### src/hw/sfw_pkg.sv
/*
  Constants shared by the flash write-protection block: opcodes, security
  register bit positions, reset values and the block geometry.
  Assumes a 24-bit address space of 64 KB blocks and a byte-wide serial link.
*/
package sfw_pkg;

  // ----------------------------------------------------------------------
  // Command opcodes
  // ----------------------------------------------------------------------
  localparam logic [7:0] SFW_OP_WRITE_ENABLE = 8'h06;
  localparam logic [7:0] SFW_OP_WRITE_SECURITY = 8'h2f;
  localparam logic [7:0] SFW_OP_MODE_SELECT = 8'h68;
  localparam logic [7:0] SFW_OP_SINGLE_LOCK = 8'h36;
  localparam logic [7:0] SFW_OP_SINGLE_UNLOCK = 8'h39;
  localparam logic [7:0] SFW_OP_READ_LOCK = 8'h3c;
  localparam logic [7:0] SFW_OP_GLOBAL_LOCK = 8'h7e;
  localparam logic [7:0] SFW_OP_GLOBAL_UNLOCK = 8'h98;
  localparam logic [7:0] SFW_OP_CLEAR_FAIL = 8'h30;

  // ----------------------------------------------------------------------
  // Security register layout and frame lengths
  // ----------------------------------------------------------------------
  localparam int SFW_BIT_MODE_SEL = 7;
  localparam int SFW_BIT_ERASE_FAIL = 6;
  localparam int SFW_BIT_PROG_FAIL = 5;
  localparam int SFW_BIT_OTP_LOCK = 1;
  localparam int SFW_BIT_FACTORY = 0;
  localparam logic [2:0] SFW_LEN_OPCODE = 3'h1;
  localparam logic [2:0] SFW_LEN_ADDR_CMD = 3'h4;
  localparam logic [2:0] SFW_LEN_MAX = 3'h7;

  // ----------------------------------------------------------------------
  // Geometry and reset values
  // ----------------------------------------------------------------------
  localparam int SFW_BLOCKS = 256;
  localparam int SFW_BLK_MSB = 23;
  localparam int SFW_BLK_LSB = 16;
  localparam logic [3:0] SFW_LEVEL_ALL = 4'h9;
  localparam logic SFW_RST_FAIL = 1'b0;
  localparam logic SFW_RST_LOCK = 1'b1;

endpackage : sfw_pkg

### src/hw/sfw_serial_shift.sv
/*
  Serial front end: synchronises the link pins to CLK, finds the serial
  clock edges, assembles received bytes and shifts a reply byte out.
  Assumes the serial clock is slow enough for at least three CLK cycles
  per half period.
*/
`timescale 1ns/1ps
module sfw_serial_shift
  import sfw_pkg::*;
(
  input wire logic clk,
  input wire logic rst_n,
  input wire logic cs_n_pin,
  input wire logic sclk_pin,
  input wire logic si_pin,
  input wire logic wp_n_pin,
  input wire logic tx_load,
  input wire logic [7:0] tx_byte,
  output logic wp_n_sync,
  output logic cs_active,
  output logic cs_rise,
  output logic on_boundary,
  output logic byte_valid,
  output logic [7:0] rx_byte,
  output logic so_bit
);

  logic [2:0] cs_q;
  logic [2:0] sclk_q;
  logic [1:0] si_q;
  logic [1:0] wp_q;
  logic [2:0] bit_cnt_q;
  logic [7:0] rx_q;
  logic [7:0] tx_q;
  logic so_q;
  logic byte_valid_q;
  wire sclk_rise = sclk_q[1] & ~sclk_q[2];
  wire sclk_fall = ~sclk_q[1] & sclk_q[2];

  // --------------------------------------------------------------------
  // Synchronisers; stage 0 feeds only stage 1.
  // --------------------------------------------------------------------
  always_ff @(posedge clk or negedge rst_n) begin
    if (!rst_n) begin
      cs_q <= 3'h7;
      sclk_q <= 3'h0;
      si_q <= 2'h0;
      wp_q <= 2'h3;
    end else begin
      cs_q <= {cs_q[1:0], cs_n_pin};
      sclk_q <= {sclk_q[1:0], sclk_pin};
      si_q <= {si_q[0], si_pin};
      wp_q <= {wp_q[0], wp_n_pin};
    end
  end

  // Receive side: bit counter restarts whenever the frame is closed.
  always_ff @(posedge clk or negedge rst_n) begin
    if (!rst_n) begin
      bit_cnt_q <= 3'h0;
      rx_q <= 8'h00;
      byte_valid_q <= 1'b0;
    end else begin
      byte_valid_q <= 1'b0;
      if (cs_q[1]) begin
        bit_cnt_q <= 3'h0;
      end else if (sclk_rise) begin
        rx_q <= {rx_q[6:0], si_q[1]};
        bit_cnt_q <= bit_cnt_q + 3'h1;
        byte_valid_q <= (bit_cnt_q == 3'h7);
      end
    end
  end

  // Transmit side: MSB first, each bit launched on a falling serial edge.
  always_ff @(posedge clk or negedge rst_n) begin
    if (!rst_n) begin
      tx_q <= 8'h00;
      so_q <= 1'b0;
    end else if (tx_load) begin
      tx_q <= tx_byte;
    end else if (!cs_q[1] && sclk_fall) begin
      so_q <= tx_q[7];
      tx_q <= {tx_q[6:0], 1'b0};
    end
  end

  assign wp_n_sync = wp_q[1];
  assign cs_active = ~cs_q[1];
  assign cs_rise = cs_q[1] & ~cs_q[2];
  assign on_boundary = (bit_cnt_q == 3'h0);
  assign byte_valid = byte_valid_q;
  assign rx_byte = rx_q;
  assign so_bit = so_q;

endmodule : sfw_serial_shift

### src/hw/sfw_protect.sv
/*
  Write-protection core of a serial NOR flash: protection mode select,
  per-block volatile locks, OTP lock-down and program/erase fail flags.
  Assumes non-volatile bits are presented on NV_* inputs by the cell store,
  and that the array engine asks before every program or erase.
*/
// What this block does
// Erase fail flag in bit six
// Program fail flag in bit five
// Security write needs no write enable
// Security write sets OTP lockdown, then frozen
// Security write only on byte boundary
// Mode bit: 0 level, 1 block lock
// Mode bit set once, never cleared
// Only one protection scheme active
// Mode set at power-on locks everything
// Per-block volatile locks, set at power-up
// Locked block refuses program and erase
// Level bits protect array; frozen by pin
// Protect pin low protects all blocks in block lock mode
// Lock commands ignored unless mode set
// Mode select opcode sets bit seven
// Single lock/unlock by upper address bits
// Host sends write enable and address
// Lock commands rejected off byte boundary
// Lock read returns state after address
// Lock read one means protected
// Global lock/unlock sets or clears all
// Host sends write enable before global
// Protected target sets the fail flag
// Fail flags hold until clear command
// Protected target leaves array unchanged
`timescale 1ns/1ps
module sfw_protect
  import sfw_pkg::*;
(
  input wire logic CLK,
  input wire logic RST_N,
  input wire logic CS_N,
  input wire logic SCLK,
  input wire logic SI,
  input wire logic WP_N,
  input wire logic NV_MODE_SEL,
  input wire logic NV_OTP_LOCK,
  input wire logic NV_FACTORY_LOCK,
  input wire logic STATUS_WRITE_DISABLE,
  input wire logic [3:0] BLOCK_PROTECT_LEVEL,
  input wire logic OP_REQ,
  input wire logic OP_ERASE,
  input wire logic OP_OTP,
  input wire logic [23:0] OP_ADDR,
  input wire logic FAIL_RPT,
  input wire logic FAIL_RPT_ERASE,
  output logic SO,
  output logic SO_OE,
  output logic OP_GRANT,
  output logic OP_DENY,
  output logic LEVEL_BITS_LOCKED,
  output logic [7:0] SECURITY_REG
);

  typedef enum logic [1:0] {SFW_CMD, SFW_ADDR, SFW_REPLY, SFW_SKIP} sfw_state_t;

  sfw_state_t state_q;
  sfw_state_t state_d;
  logic wp_n_sync;
  logic cs_active;
  logic cs_rise;
  logic on_boundary;
  logic byte_valid;
  logic [7:0] rx_byte;
  logic so_bit;
  logic tx_load;
  logic [7:0] tx_byte;
  logic [7:0] opcode_q;
  logic [2:0] nbytes_q;
  logic [23:0] addr_q;
  logic init_q;
  logic mode_q;
  logic otp_lock_q;
  logic factory_q;
  logic erase_fail_q;
  logic prog_fail_q;
  logic wel_q;
  logic so_oe_q;
  logic grant_q;
  logic deny_q;
  logic lvl_locked_q;
  logic [SFW_BLOCKS-1:0] lock_q;

  // --------------------------------------------------------------------
  // Serial front end
  // --------------------------------------------------------------------
  sfw_serial_shift u_shift (
    .clk(CLK),
    .rst_n(RST_N),
    .cs_n_pin(CS_N),
    .sclk_pin(SCLK),
    .si_pin(SI),
    .wp_n_pin(WP_N),
    .tx_load(tx_load),
    .tx_byte(tx_byte),
    .wp_n_sync(wp_n_sync),
    .cs_active(cs_active),
    .cs_rise(cs_rise),
    .on_boundary(on_boundary),
    .byte_valid(byte_valid),
    .rx_byte(rx_byte),
    .so_bit(so_bit)
  );

  // --------------------------------------------------------------------
  // Command decode at frame close
  // --------------------------------------------------------------------
  // A frame executes only when the select rises with no partial byte.
  wire frame_ok = cs_rise & on_boundary;
  wire short_ok = frame_ok & (nbytes_q == SFW_LEN_OPCODE);
  wire addr_ok = frame_ok & (nbytes_q == SFW_LEN_ADDR_CMD);
  wire exec_wel = short_ok & (opcode_q == SFW_OP_WRITE_ENABLE);
  wire exec_scur = short_ok & (opcode_q == SFW_OP_WRITE_SECURITY);
  wire exec_mode = short_ok & (opcode_q == SFW_OP_MODE_SELECT);
  wire exec_clr = short_ok & (opcode_q == SFW_OP_CLEAR_FAIL);
  // Lock commands need mode set and a pending write enable.
  wire lock_gate = mode_q & wel_q;
  wire exec_glock = short_ok & lock_gate & (opcode_q == SFW_OP_GLOBAL_LOCK);
  wire exec_gunlock = short_ok & lock_gate & (opcode_q == SFW_OP_GLOBAL_UNLOCK);
  wire exec_slock = addr_ok & lock_gate & (opcode_q == SFW_OP_SINGLE_LOCK);
  wire exec_sunlock = addr_ok & lock_gate & (opcode_q == SFW_OP_SINGLE_UNLOCK);
  wire exec_lock_any = exec_glock | exec_gunlock | exec_slock | exec_sunlock;
  wire [7:0] cmd_blk = addr_q[SFW_BLK_MSB:SFW_BLK_LSB];
  wire [23:0] addr_next = {addr_q[15:0], rx_byte};

  // Opcode byte chooses the path; unknown opcodes are skipped.
  wire is_addr_op = (rx_byte == SFW_OP_SINGLE_LOCK) | (rx_byte == SFW_OP_SINGLE_UNLOCK)
    | ((rx_byte == SFW_OP_READ_LOCK) & mode_q);
  wire is_short_op = (rx_byte == SFW_OP_WRITE_ENABLE) | (rx_byte == SFW_OP_WRITE_SECURITY)
    | (rx_byte == SFW_OP_MODE_SELECT) | (rx_byte == SFW_OP_CLEAR_FAIL)
    | (rx_byte == SFW_OP_GLOBAL_LOCK) | (rx_byte == SFW_OP_GLOBAL_UNLOCK);
  wire last_addr = byte_valid & (state_q == SFW_ADDR) & (nbytes_q == 3'h3);
  assign tx_load = last_addr & (opcode_q == SFW_OP_READ_LOCK);

  // --------------------------------------------------------------------
  // Protection evaluation
  // --------------------------------------------------------------------
  // Level scheme: level L protects the top 2^(L-1) blocks, 9 and up all.
  function automatic logic level_hit(input logic [3:0] lvl, input logic [7:0] blk);
    logic [8:0] first;
    first = 9'h100;
    if (lvl >= SFW_LEVEL_ALL) begin
      first = 9'h000;
    end else if (lvl != 4'h0) begin
      first = 9'h100 - (9'h001 << (lvl - 4'h1));
    end
    return ({1'b0, blk} >= first);
  endfunction : level_hit

  // Exactly one scheme speaks, chosen by the mode bit.
  function automatic logic blk_protected(input logic [7:0] blk);
    if (mode_q) begin
      return ~wp_n_sync | lock_q[blk];
    end
    return level_hit(BLOCK_PROTECT_LEVEL, blk);
  endfunction : blk_protected

  wire op_blocked = OP_OTP ? otp_lock_q : blk_protected(OP_ADDR[SFW_BLK_MSB:SFW_BLK_LSB]);
  // The lock state rides in the last bit of the reply byte; the rest read zero.
  assign tx_byte = {7'h00, blk_protected(addr_next[SFW_BLK_MSB:SFW_BLK_LSB])};

  // --------------------------------------------------------------------
  // Frame sequencer
  // --------------------------------------------------------------------
  always_comb begin
    state_d = state_q;
    if (!cs_active) begin
      state_d = SFW_CMD;
    end else if (byte_valid) begin
      unique case (state_q)
        SFW_CMD: begin
          state_d = is_addr_op ? SFW_ADDR : (is_short_op ? SFW_SKIP : SFW_SKIP);
        end
        SFW_ADDR: begin
          state_d = last_addr ? ((opcode_q == SFW_OP_READ_LOCK) ? SFW_REPLY : SFW_SKIP)
            : SFW_ADDR;
        end
        SFW_REPLY: begin
          state_d = SFW_SKIP;
        end
        SFW_SKIP: begin
          state_d = SFW_SKIP;
        end
      endcase
    end
  end

  // Byte counter saturates so long frames never look like short ones.
  always_ff @(posedge CLK or negedge RST_N) begin
    if (!RST_N) begin
      state_q <= SFW_CMD;
      nbytes_q <= 3'h0;
      opcode_q <= 8'h00;
      addr_q <= 24'h000000;
    end else begin
      state_q <= state_d;
      if (!cs_active) begin
        nbytes_q <= 3'h0;
      end else if (byte_valid && nbytes_q != SFW_LEN_MAX) begin
        nbytes_q <= nbytes_q + 3'h1;
      end
      if (byte_valid && state_q == SFW_CMD) begin
        opcode_q <= rx_byte;
      end
      if (byte_valid && state_q == SFW_ADDR) begin
        addr_q <= addr_next;
      end
    end
  end

  // --------------------------------------------------------------------
  // Security register bits
  // --------------------------------------------------------------------
  // Non-volatile bits are picked up one cycle after reset release, so the
  // reset itself only loads constants.
  always_ff @(posedge CLK or negedge RST_N) begin
    if (!RST_N) begin
      init_q <= 1'b0;
      mode_q <= 1'b0;
      otp_lock_q <= 1'b0;
      factory_q <= 1'b0;
    end else begin
      init_q <= 1'b1;
      if (!init_q) begin
        mode_q <= NV_MODE_SEL;
        otp_lock_q <= NV_OTP_LOCK;
        factory_q <= NV_FACTORY_LOCK;
      end else begin
        mode_q <= mode_q | exec_mode;
        otp_lock_q <= otp_lock_q | exec_scur;
      end
    end
  end

  // Fail flags: a new failure in the clearing cycle still sets the flag.
  wire set_pfail = (OP_REQ & ~OP_ERASE & op_blocked) | (FAIL_RPT & ~FAIL_RPT_ERASE);
  wire set_efail = (OP_REQ & OP_ERASE & op_blocked) | (FAIL_RPT & FAIL_RPT_ERASE);

  always_ff @(posedge CLK or negedge RST_N) begin
    if (!RST_N) begin
      prog_fail_q <= SFW_RST_FAIL;
      erase_fail_q <= SFW_RST_FAIL;
    end else begin
      prog_fail_q <= set_pfail | (prog_fail_q & ~exec_clr);
      erase_fail_q <= set_efail | (erase_fail_q & ~exec_clr);
    end
  end

  // Write enable latch is consumed by any executed lock command.
  always_ff @(posedge CLK or negedge RST_N) begin
    if (!RST_N) begin
      wel_q <= 1'b0;
    end else if (exec_wel) begin
      wel_q <= 1'b1;
    end else if (exec_lock_any) begin
      wel_q <= 1'b0;
    end
  end

  // --------------------------------------------------------------------
  // Per-block volatile locks
  // --------------------------------------------------------------------
  // Sector addresses resolve to their enclosing block; the lock is per block.
  generate
    for (genvar b = 0; b < SFW_BLOCKS; b++) begin : g_lock
      wire hit = (cmd_blk == 8'(b));
      always_ff @(posedge CLK or negedge RST_N) begin
        if (!RST_N) begin
          lock_q[b] <= SFW_RST_LOCK;
        end else if (exec_glock || (exec_slock && hit)) begin
          lock_q[b] <= 1'b1;
        end else if (exec_gunlock || (exec_sunlock && hit)) begin
          lock_q[b] <= 1'b0;
        end
      end
    end
  endgenerate

  // --------------------------------------------------------------------
  // Array access arbitration and pin outputs
  // --------------------------------------------------------------------
  // A blocked request is answered with a deny so the engine never touches
  // the array; it costs one cycle of latency for every request.
  always_ff @(posedge CLK or negedge RST_N) begin
    if (!RST_N) begin
      grant_q <= 1'b0;
      deny_q <= 1'b0;
      so_oe_q <= 1'b0;
      lvl_locked_q <= 1'b0;
    end else begin
      grant_q <= OP_REQ & ~op_blocked;
      deny_q <= OP_REQ & op_blocked;
      so_oe_q <= cs_active & (state_d == SFW_REPLY);
      lvl_locked_q <= ~mode_q & STATUS_WRITE_DISABLE & ~wp_n_sync;
    end
  end

  assign SO = so_bit;
  assign SO_OE = so_oe_q;
  assign OP_GRANT = grant_q;
  assign OP_DENY = deny_q;
  assign LEVEL_BITS_LOCKED = lvl_locked_q;
  assign SECURITY_REG = {mode_q, erase_fail_q, prog_fail_q, 3'h0, otp_lock_q, factory_q};
endmodule : sfw_protect

### config.mk
export PLATFORM = sky130hd
export DESIGN_NAME = sfw_protect
export DESIGN_NICKNAME = d
export VERILOG_FILES = /design/src/hw/sfw_pkg.sv /design/src/hw/sfw_serial_shift.sv /design/src/hw/sfw_protect.sv
export SDC_FILE = /design/constraint.sdc
export NUM_CORES = 1
export LEC_CHECK = 0
export ABC_AREA = 1
export BUFFER_PORTS_ARGS = -buffer_cell sky130_fd_sc_hd__buf_2
export CORE_ASPECT_RATIO = 2
export CORE_MARGIN = 4
export CORE_UTILIZATION = 60
export CTS_BUF_LIST = sky130_fd_sc_hd__clkbuf_4 sky130_fd_sc_hd__clkbuf_8
export DETAILED_ROUTE_END_ITERATION = 6
export GPL_ROUTABILITY_DRIVEN = 1
export PLACE_DENSITY = 0.77
export SETUP_SLACK_MARGIN = 0.05
export SKIP_CTS_REPAIR_TIMING = 1
export SYNTH_ARGS = -nofsm -noshare
export SYNTH_HDL_FRONTEND = slang
export SYNTH_SLANG_ARGS = --single-unit
### constraint.sdc
create_clock -name CLK -period 4.3 [get_ports CLK]
set_input_delay 0.86 -clock CLK [delete_from_list [all_inputs] [get_ports CLK]]
set_output_delay 0.86 -clock CLK [all_outputs]
set_load 0.02 [all_outputs]
Word-level counts from Yosys, hierarchy flattened
Index checks and enable logic that the tools add are counted.
Storage, ports and cells
  logic and storage cells: 2463
  flip-flop bits (word level): 335
  output and inout port bits: 13
  input port bits: 43
Operators by class
  shift-type cells: 1
  muxes and demuxes: 543
  $lt $le $gt $ge: 5
  $add $sub $neg: 4
  equal/unequal tests: 276
  reduce and logical (&&, ||, !) cells: 1296
  bitwise operators: 58
Operators with widths (number)
  == test 8 bit, second input constant: 129
  == test 8 x 7 -> 1 bit, second input constant: 66
  two-way mux 1 bit: 527
  nonzero test 2 bit: 260
  logical AND 1 bit: 516
  logical OR 1 bit: 512
  == test 8 x 6 -> 1 bit, second input constant: 40
  == test 8 x 5 -> 1 bit, second input constant: 16
  == test 8 x 4 -> 1 bit, second input constant: 8
  == test 8 x 3 -> 1 bit, second input constant: 5
  bitwise AND 1 bit: 34
  two-way mux 9 bit: 3
  >= comparator 8 x 9 -> 1 bit: 2
  < comparator 8 x 9 -> 1 bit, second input constant: 2
  binary-select mux 1 bit (select 8 bit): 2
  == test 8 x 2 -> 1 bit, second input constant: 2
  two-way mux 8 bit: 2
  bitwise OR 1 bit: 13
  two-way mux 3 bit: 4
  NOT 1 bit: 11
  << shifter 1 x 4 -> 9 bit, first input constant: 1
  subtractor 9 bit, first input constant: 1
  == test 8 x 1 -> 1 bit, second input constant: 1
  logical NOT 8 bit: 1
  17 further kinds: 25

Longest topological paths before layout
Gate-level depths: netlist of run 1.
  depth after elaboration: 12
  depth in mapped cells: 24
  mapped depth without buffers: 24

Modules after synthesis
A second synthesis of run 1 with hierarchy kept.
Unflattened totals
  cells, all modules: 2781
  area total of the unflattened synthesis: 21314.2 µm²
By module, submodules not included
  sfw_protect: times used 1, sequential area each 7927.6 µm², cells an instance 2647, area an instance 20040.5 µm²
  sfw_serial_shift: times used 1, sequential area each 782.0 µm², cells an instance 134, area an instance 1273.7 µm²

Worst setup path before layout of run 1
Ideal clock, no wire load.
  path type: input to register
  from: input BLOCK_PROTECT_LEVEL[3]
  to: register prog_fail_q
  buffers on the path: 0
  data arrival time: 2892 ps
  library setup time: 119 ps
  setup slack: 1289 ps
  stages: 23
  required time: 4181 ps
  cell sequence: nor2_1 -> inv_1 -> nor2_1 -> inv_1 -> ha_1 -> inv_1 -> nor2_1 -> inv_1 -> nand3_1 -> o211ai_1 -> ha_1 -> a21oi_1 -> o221ai_1 -> nand2_1 -> nand2_1 -> nand2_1 -> nand3b_1 -> nand2_1 -> a21oi_1 -> nand2_1 -> nand2_1 -> nand2_1 -> nand2_1
Between the ends
  word-level cells in the longest chain between the ends: 12
  elaborated cells between the ends (all ways): 14
  classes of those cells: add/sub: 2; order compare: 2; shift: 1; mux: 5; bitwise: 3; reduce/logical: 1
RTL lines
  start: declaration: line sfw_protect.sv:47  | input wire logic [3:0] BLOCK_PROTECT_LEVEL,
  subtractor 4 x 1 -> 4 bit: line sfw_protect.sv:152  | first = 9'h100 - (9'h001 << (lvl - 4'h1));
  << shifter 1 x 4 -> 9 bit: line sfw_protect.sv:152
  subtractor 9 bit: line sfw_protect.sv:152
  two-way mux 9 bit: line sfw_protect.sv:151  | end else if (lvl != 4'h0) begin
  two-way mux 9 bit (*): line sfw_protect.sv:149  | if (lvl >= SFW_LEVEL_ALL) begin
  two-way mux 9 bit (*): line sfw_protect.sv:162  | return level_hit(BLOCK_PROTECT_LEVEL, blk);
  >= comparator 8 x 9 -> 1 bit (*): line sfw_protect.sv:154  | return ({1'b0, blk} >= first);
  two-way mux 1 bit (*): line sfw_protect.sv:162
  two-way mux 1 bit (*): line sfw_protect.sv:165  | wire op_blocked = OP_OTP ? otp_lock_q : blk_protected(OP_ADDR[SFW_BLK_MSB:SFW_BLK_LSB]);
  bitwise AND 1 bit (*): line sfw_protect.sv:243  | wire set_pfail = (OP_REQ & ~OP_ERASE & op_blocked) | (FAIL_RPT & ~FAIL_RPT_ERASE);
  bitwise OR 1 bit (*): line sfw_protect.sv:243
  bitwise OR 1 bit (*): line sfw_protect.sv:251  | prog_fail_q <= set_pfail | (prog_fail_q & ~exec_clr);
  end signal: assignment: line sfw_protect.sv:251
  end: declaration: line sfw_protect.sv:83  | logic prog_fail_q;
Every way passes the cells marked *; elsewhere a longest branch is shown, timed or not. The select of a mux whose other input is x is not followed.
A chain may end at the register's enable or synchronous reset.

Worst setup path after layout of run 1
  from: register u_shift.bit_cnt_q[0]
  to: register lock_q[22]
Between the ends
  word-level cells in the longest chain between the ends: 8
  elaborated cells between the ends (all ways): 16
  classes of those cells: mux: 1; bitwise: 9; reduce/logical: 6
RTL lines
  start: declaration: line sfw_serial_shift.sv:32  | logic [2:0] bit_cnt_q;
  start signal: assignment: line sfw_serial_shift.sv:69  | bit_cnt_q <= bit_cnt_q + 3'h1;
  logical NOT 3 bit (*): line sfw_serial_shift.sv:91  | assign on_boundary = (bit_cnt_q == 3'h0);
  bitwise AND 1 bit (*): line sfw_protect.sv:116  | wire frame_ok = cs_rise & on_boundary;
  bitwise AND 1 bit: line sfw_protect.sv:118  | wire addr_ok = frame_ok & (nbytes_q == SFW_LEN_ADDR_CMD);
  bitwise AND 1 bit: line sfw_protect.sv:127, sfw_protect.sv:128
  bitwise AND 1 bit (on tied branches): line sfw_protect.sv:127, sfw_protect.sv:128
  logical AND 1 bit (on tied branches): line sfw_protect.sv:277, sfw_protect.sv:279
  logical OR 1 bit (on tied branches): line sfw_protect.sv:277, sfw_protect.sv:279
  two-way mux 1 bit / nonzero test 2 bit (equally long branches)
  end signal: indexed assignment: line sfw_protect.sv:276  | lock_q[b] <= SFW_RST_LOCK;
  end signal: indexed assignment: line sfw_protect.sv:278  | lock_q[b] <= 1'b1;
  end signal: indexed assignment: line sfw_protect.sv:280  | lock_q[b] <= 1'b0;
  end: declaration: line sfw_protect.sv:89  | logic [SFW_BLOCKS-1:0] lock_q;
Every way passes the cells marked *; elsewhere a longest branch is shown, timed or not.

==> results of run 1 <==
-- cells in the final DEF, fill, tap and decap left out, types with 45 or more instances in the layout --
| cell type | instances |
|---|---|
| o211ai_2 | 117 |
| o211ai_1 | 199 |
| buf_4 | 45 |
| nand3_1 | 322 |
| clkbuf_8 | 66 |
| o21ai_0 | 274 |
| dfrtp_1 | 72 |
| o221ai_1 | 102 |
| inv_1 | 81 |
| nor2_1 | 187 |
| nand2_1 | 708 |
| o22ai_1 | 70 |
| dfstp_2 | 261 |
-- sequential cells by signal, indices dropped and copies added, names as in the netlist, 2 cells and up --
register and count:
u_shift.cs_q 3, lock_q 256, u_shift.bit_cnt_q 3, addr_q 24, u_shift.wp_q 2, opcode_q 8, u_shift.rx_byte 8, u_shift.tx_q 8
u_shift.si_q 2, nbytes_q 3, state_q 2, u_shift.sclk_q 3
-- synthesized netlist by cell type (all sizes together) --
| master | number |
|---|---|
| o211a | 1 |
| a2111o | 1 |
| nand4 | 5 |
| nand3 | 324 |
| nor2 | 188 |
| or2 | 1 |
| o221ai | 102 |
| dfstp | 261 |
| mux2 | 1 |
| buf | 102 |
| a211oi | 2 |
| and3 | 1 |
| a31oi | 3 |
| nand3b | 2 |
| o22ai | 70 |
| nand2 | 710 |
| dfrtp | 74 |
| o21ai | 278 |
| conb | 2 |
| o211ai | 316 |
| nor4 | 2 |
| ha | 25 |
| clkbuf | 159 |
| nor3 | 10 |
| inv | 88 |
| a21boi | 1 |
| clkinv | 3 |
| a21oi | 18 |
-- stage by stage --
stage	hold slack, ps	setup slack [ps]	instances
after floorplan	331	1290	2752
after global placement	336	739	3037
after detailed placement	339	624	3037
after CTS	313	1220	3127
after global routing	318	964	3128
final	337	1150	3129
-- power by group through the flow --
stage	clock network (uW)	registers [uW]	logic (uW)
2_1_floorplan	0	3280	240
3_3_place_gp	0	3280	440
3_5_place_dp	0	3280	450
4_1_cts	2860	3240	452
5_1_grt	3000	3240	506
6_report	2840	3240	465
-- worst min-delay path by stage --
stage	start	endpoint	slack (ps)	depth (start not counted)
6_report	WP_N	u_shift.wp_q[0]	340	1
5_1_grt	WP_N	u_shift.wp_q[0]	320	1
4_1_cts	WP_N	u_shift.wp_q[0]	310	1
3_5_place_dp	u_shift.si_q[0]	u_shift.si_q[1]	340	0
3_3_place_gp	u_shift.sclk_q[0]	u_shift.sclk_q[1]	340	0
2_1_floorplan	u_shift.sclk_q[0]	u_shift.sclk_q[1]	330	0
-- kinds of logic (layout without fill, tap and decap cells) --
| family | count (synthesis) | count (layout) |
|---|---|---|
| buf+inv | 352 | 277 |
| simple gates | 1243 | 1243 |
| mux | 1 | 1 |
| compound gates | 792 | 792 |
| other cells | 2 | 6 |
| fa+ha+maj | 25 | 25 |
| flops | 335 | 335 |
-- area by class of cell --
| class | instances | area share (%) |
|---|---|---|
| clock inverter | 6 | 0.153 |
| timing repair buffer | 96 | 3.68 |
| multi-input combinational | 2065 | 49.6 |
| clock buffer | 84 | 4.56 |
| tap | 450 | 2.46 |
| antenna | 2 | 0.0218 |
| inverter | 91 | 1.53 |
| sequential | 335 | 38.0 |
-- per-layer routing --
layer | global-route usage (%) | up-vias
met3 | 9.26 | 490
met2 | 57.3 | 1532
met4 | 29.8 | 2
li1 | - | 9566
met5 | 0 | -
met1 | 44.3 | 10403
-- critical path, stage by stage (launching register included) --
cell	delay (ps)
dfrtp_1	420
inv_1	70
ha_1	130
and3_1	290
nand3_1	200
nor2_1	290
inv_1	130
nor4_4	260
buf_4	910
o221ai_1	250
==> metrics.cfg, run 1 <==
[synthesis]
yosys.area_share.simple_pct=23.8
synthAdderAreaFrac_pct=1.45
seq_area_frac_synth_pct=40.4
synthXorXnorAreaFrac_pct=0
synth_top_area_cell=dfstp_2
synth_top_family_by_area=compound AO/OA/AOI/OAI gates
synth_cell_types=38
synth_top_area_share_pct=31.8
ys_top_cells_by_area=dfstp_2 32%, nand2_1 12%, dfrtp_1 8.6%
synth_compound_area_share_pct=27.1
synth.cell_area_sq_mm=0.0216
synth_seq_cells=335
synth_area_per_cell_sq_um=7.84
muxShareOfSynthArea_pct=0.0522
yosysWarnings=0
netlist_instances=2750

[power]
power_frac_clock_pct=43.4
pwr-share-comb_pct=7.1
p_total_uw=6540
p_switching_uw=1690
leakagePower_uw=0.00801
intPower_uw=4850
p_seq_share_pct=49.5
swShare_pct=25.8
ir_worst_vdd_mv=0.282
p_per_area_mw_per_mm2=286

[cts]
cts-root-buf=clkbuf_8
h-tree-depth=2
cts_tree=built
clock_latency_ps=620
cts_inserted_buffers=49
clk_pin_slew_ps=70
cts_sinks=335
clockBufferDepth=3

[setup_path]
worst_setup_path_end_kind=register
r2r_slack_ps=1150
path_class=register to register
cp.required_ps=4790
r2r-end=lock_q[22]
path_max_fanout=99
critPathLaunch=u_shift.bit_cnt_q[0]
r2r_start=u_shift.bit_cnt_q[0]
start_kind=register
critPathCapture=lock_q[22]
cp_data_arrival_time_ps=3640
reg2reg_depth=9

[timing]
setup_viol=0
drv_slew=0
finClkSkew_ps=22.4
slew_headroom_pct=6.25
fin_crit_ps=3150
rsz0062_at_grt=false
clock.fmax_mhz=318
hold_violations=0
period_share_pct=73.2
setup_tns_ps=0
worstMarginPinSlew_ps=1400

[floorplan]
die_y_um=276
design.die.area_sq_mm=0.0392
start_util_pct=60.4
rows=98
io_pins=56
core_sq_mm=0.0357
die_x_um=142

[finish]
utilization_pct=64.2
finalNetCount=2706
area_growth_pct=6.25
regArea_sq_mm=0.00871
post-route-cell-area_sq_mm=0.0229
nFillCells=3025
drive_gt1_share_pct=21.8
multi_input_area_sq_mm=0.0114

[placed_design]
routabilityCongestion=0.937
placed_cell_area_sq_mm=0.0218
portBuffers=36
place_hpwl_mm=43.0

[route]
drtPass1Iterations=6
top_layer=met5
post_drt_wl_per_cell_um=24.0
drt-vias-per-instance=7.03
drc=0
dr_total_vias=21993
route.met2.wl_mm=33.7
wl_met1_mm=25.5
postRouteAntennaNets=0
routed-wl-met3_mm=8.28
routed_wl_mm=75.0
drtIter0Drc=2727

[grt]
grt_usage_pct=37.5
grt_pass1_vias=21714
grt_max_degree=132
grt-ovfl-total=0
grt_pass1_wl_mm=118
antenna_found_initial=3

[run]
drv_cap=0

[min_path]
hold_class=input pin to register

[outcome]
status=finished clean

Power figures use the tool's default switching activity.
==> run 2: changes to the inputs <==
Settings changed: CORE_UTILIZATION 60 to 59, PLACE_DENSITY 0.77 to 0.79.
Clock period 4.3 ns to 2.76 ns, I/O delays scaled along.
==> run 2 against run 1 <==
Compared with the run above: wire length increased by 4.3%; global-route usage increased by 1.3 points; power increased by 58%; critical path depth increased by 15; sequential cell count unchanged; sequential share of layout area decreased by 1.5 points; critical path type is now input pin to register; clock skew increased by 8.2 ps; critical endpoint is now prog_fail_q; non-clock buffer count increased by 84; clock power increased by 60%; combinational power increased by 69%.
==> metrics.cfg, run 2 (synthesized netlist as in run 1, its figures left out) <==
[grt]
grt-ovfl-total=0  ; unchanged
grt_max_degree=127  ; -3.8%
grt_pass1_wl_mm=122  ; +3.5%
grt_usage_pct=38.8  ; +1.3 points
antenna_found_initial=1  ; -2
grt_pass1_vias=22607  ; +4.1%

[finish]
regMostFlops=lock_q
finalNetCount=2791  ; +3.1%
area_growth_pct=10.7
drive_gt1_share_pct=24.9  ; +3.1 points
fin_cells=3216  ; +2.8%
final_common_cell=nand2_1
final_cell_mix=706 x nand2_1, 322 x nand3_1, 273 x o21ai_0, 261 x dfstp_2, 199 x o211ai_1
utilization_pct=66.5  ; +2.3 points
reg.largest.list=lock_q: 256 flops, addr_q: 24 flops
largest_register_ffs=256  ; unchanged

[cts]
cts_inserted_buffers=50  ; +2.0%
cts_sinks=335  ; unchanged
clockBufferDepth=3  ; unchanged
h-tree-depth=2  ; unchanged
cts-root-buf=clkbuf_8
clk_pin_slew_ps=60  ; about the same
clock_latency_ps=640  ; +20 ps
cts_tree=built

[route]
drtPass1Iterations=7  ; +1
postRouteAntennaNets=0  ; unchanged
drtIter0Drc=3191  ; +17%
dr_total_vias=22537  ; +2.5%
routed_wl_mm=78.3  ; +4.3%
drt-vias-per-instance=7.01  ; -0.30%
drc=0  ; unchanged
post_drt_wl_per_cell_um=24.3  ; +1.5%

[floorplan]
design.die.area_sq_mm=0.0398  ; +1.6%
core_sq_mm=0.0359  ; +0.69%
die_x_um=143  ; +0.80%
die_y_um=278  ; +0.82%
start_util_pct=60.0  ; -0.41 points
io_pins=56  ; unchanged
rows=98  ; unchanged

[timing]
finClkSkew_ps=30.6  ; +8.22 ps
setup_tns_ps=0  ; unchanged
slew_headroom_pct=50.8  ; +45 points
hold_violations=0  ; unchanged
drv_slew=0  ; unchanged
worstMarginPinSlew_ps=732  ; -669 ps
clock.fmax_mhz=395
period_share_pct=91.8
fin_crit_ps=2530
setup_viol=0  ; unchanged

[min_path]
hp-start=WP_N
hold_class=input pin to register

[setup_path]
path_buf_inv=6  ; +3
worst_path_max_delay_cell=ha_1
worst_setup_path_end_kind=register
critPathLaunch=BLOCK_PROTECT_LEVEL[0]
cp.required_ps=3320  ; -1470 ps
cp_data_arrival_time_ps=3090  ; -550 ps
start_kind=input pin
path_delay_family=simple AND/OR/NAND/NOR gates
path_cells=buf_2 -> inv_1 -> nor2_2 -> inv_2 -> nor2_2 -> inv_1 -> ha_2 -> inv_2 -> nor2_2 -> inv_2 -> o211ai_1 -> ha_1 -> nand4_1 -> o221ai_2 -> nand2_1 -> nand2_1 -> nand2_1 -> nand3b_1 -> nand2_2 -> a21oi_2 -> nand2_1 -> nand2_2 -> nand2_1 -> nand2_1
path_max_fanout=3  ; -97%
r2r_start=u_shift.cs_q[1]
critical-path-max-stage-delay_ps=350  ; -560 ps
path_class=input pin to register
cp_common_cell=nand2_1

[power]
leakagePower_uw=0.00855  ; +6.7%
p_per_area_mw_per_mm2=434  ; +52%
ir_worst_vdd_mv=0.562  ; +100%

[run]
drv_cap=0  ; unchanged

[placed_design]
portBuffers=36  ; unchanged
dp.cells=3120  ; +2.7%
routabilityCongestion=0.973  ; +3.9%
place_hpwl_mm=48.2  ; +12%

[outcome]
status=finished clean

==> run 2: area by class of cell <==
cell class	count	area (sq um)
antenna	1	2.50
fill	2920	12100
multi-input combinational	2065	11400
timing repair buffer	180	1750
sequential	335	8710
tap	450	563
clock inverter	13	97.6
inverter	91	352
clock buffer	81	1010
==> run 2: metrics by stage <==
step / setup slack, ps / area, sq um / hold WS (ps) / power, uW
2_1_floorplan: 57.3 / 21600 / 256 / 5490
3_3_place_gp: -382 / 22700 / 332 / 5850
3_5_place_dp: -438 / 22700 / 344 / 5870
4_1_cts: 139 / 23800 / 17.2 / 10300
5_1_grt: -15.2 / 23900 / 21.4 / 10700
6_report: 226 / 23900 / 25.6 / 10400
==> run 2: routing by layer <==
layer,share of wire [%],global-route usage [%]
met4,11,33.9
met2,45,59.9
met5,0,0
met3,12,9.47
met1,32,43.9
==> run 2: where the power goes <==
part | switching, uW | internal, uW | total, uW
Sequential | 44.7 | 5000 | 5050
Combinational | 553 | 234 | 787
Clock | 2110 | 2410 | 4530
Total | 2710 | 7650 | 10400
==> run 2: final timing paths <==
kind                                   endpoint  slack (ps)  cells after the start
worst max-delay path                prog_fail_q         230                     24
worst min-delay path            u_shift.wp_q[0]          30                      1
worst max register to register      lock_q[234]         230                      9
worst min register to register  u_shift.si_q[1]         350                      0
max in group asynchronous       u_shift.tx_q[2]        2050                      2
min in group asynchronous           lock_q[235]          40                      1
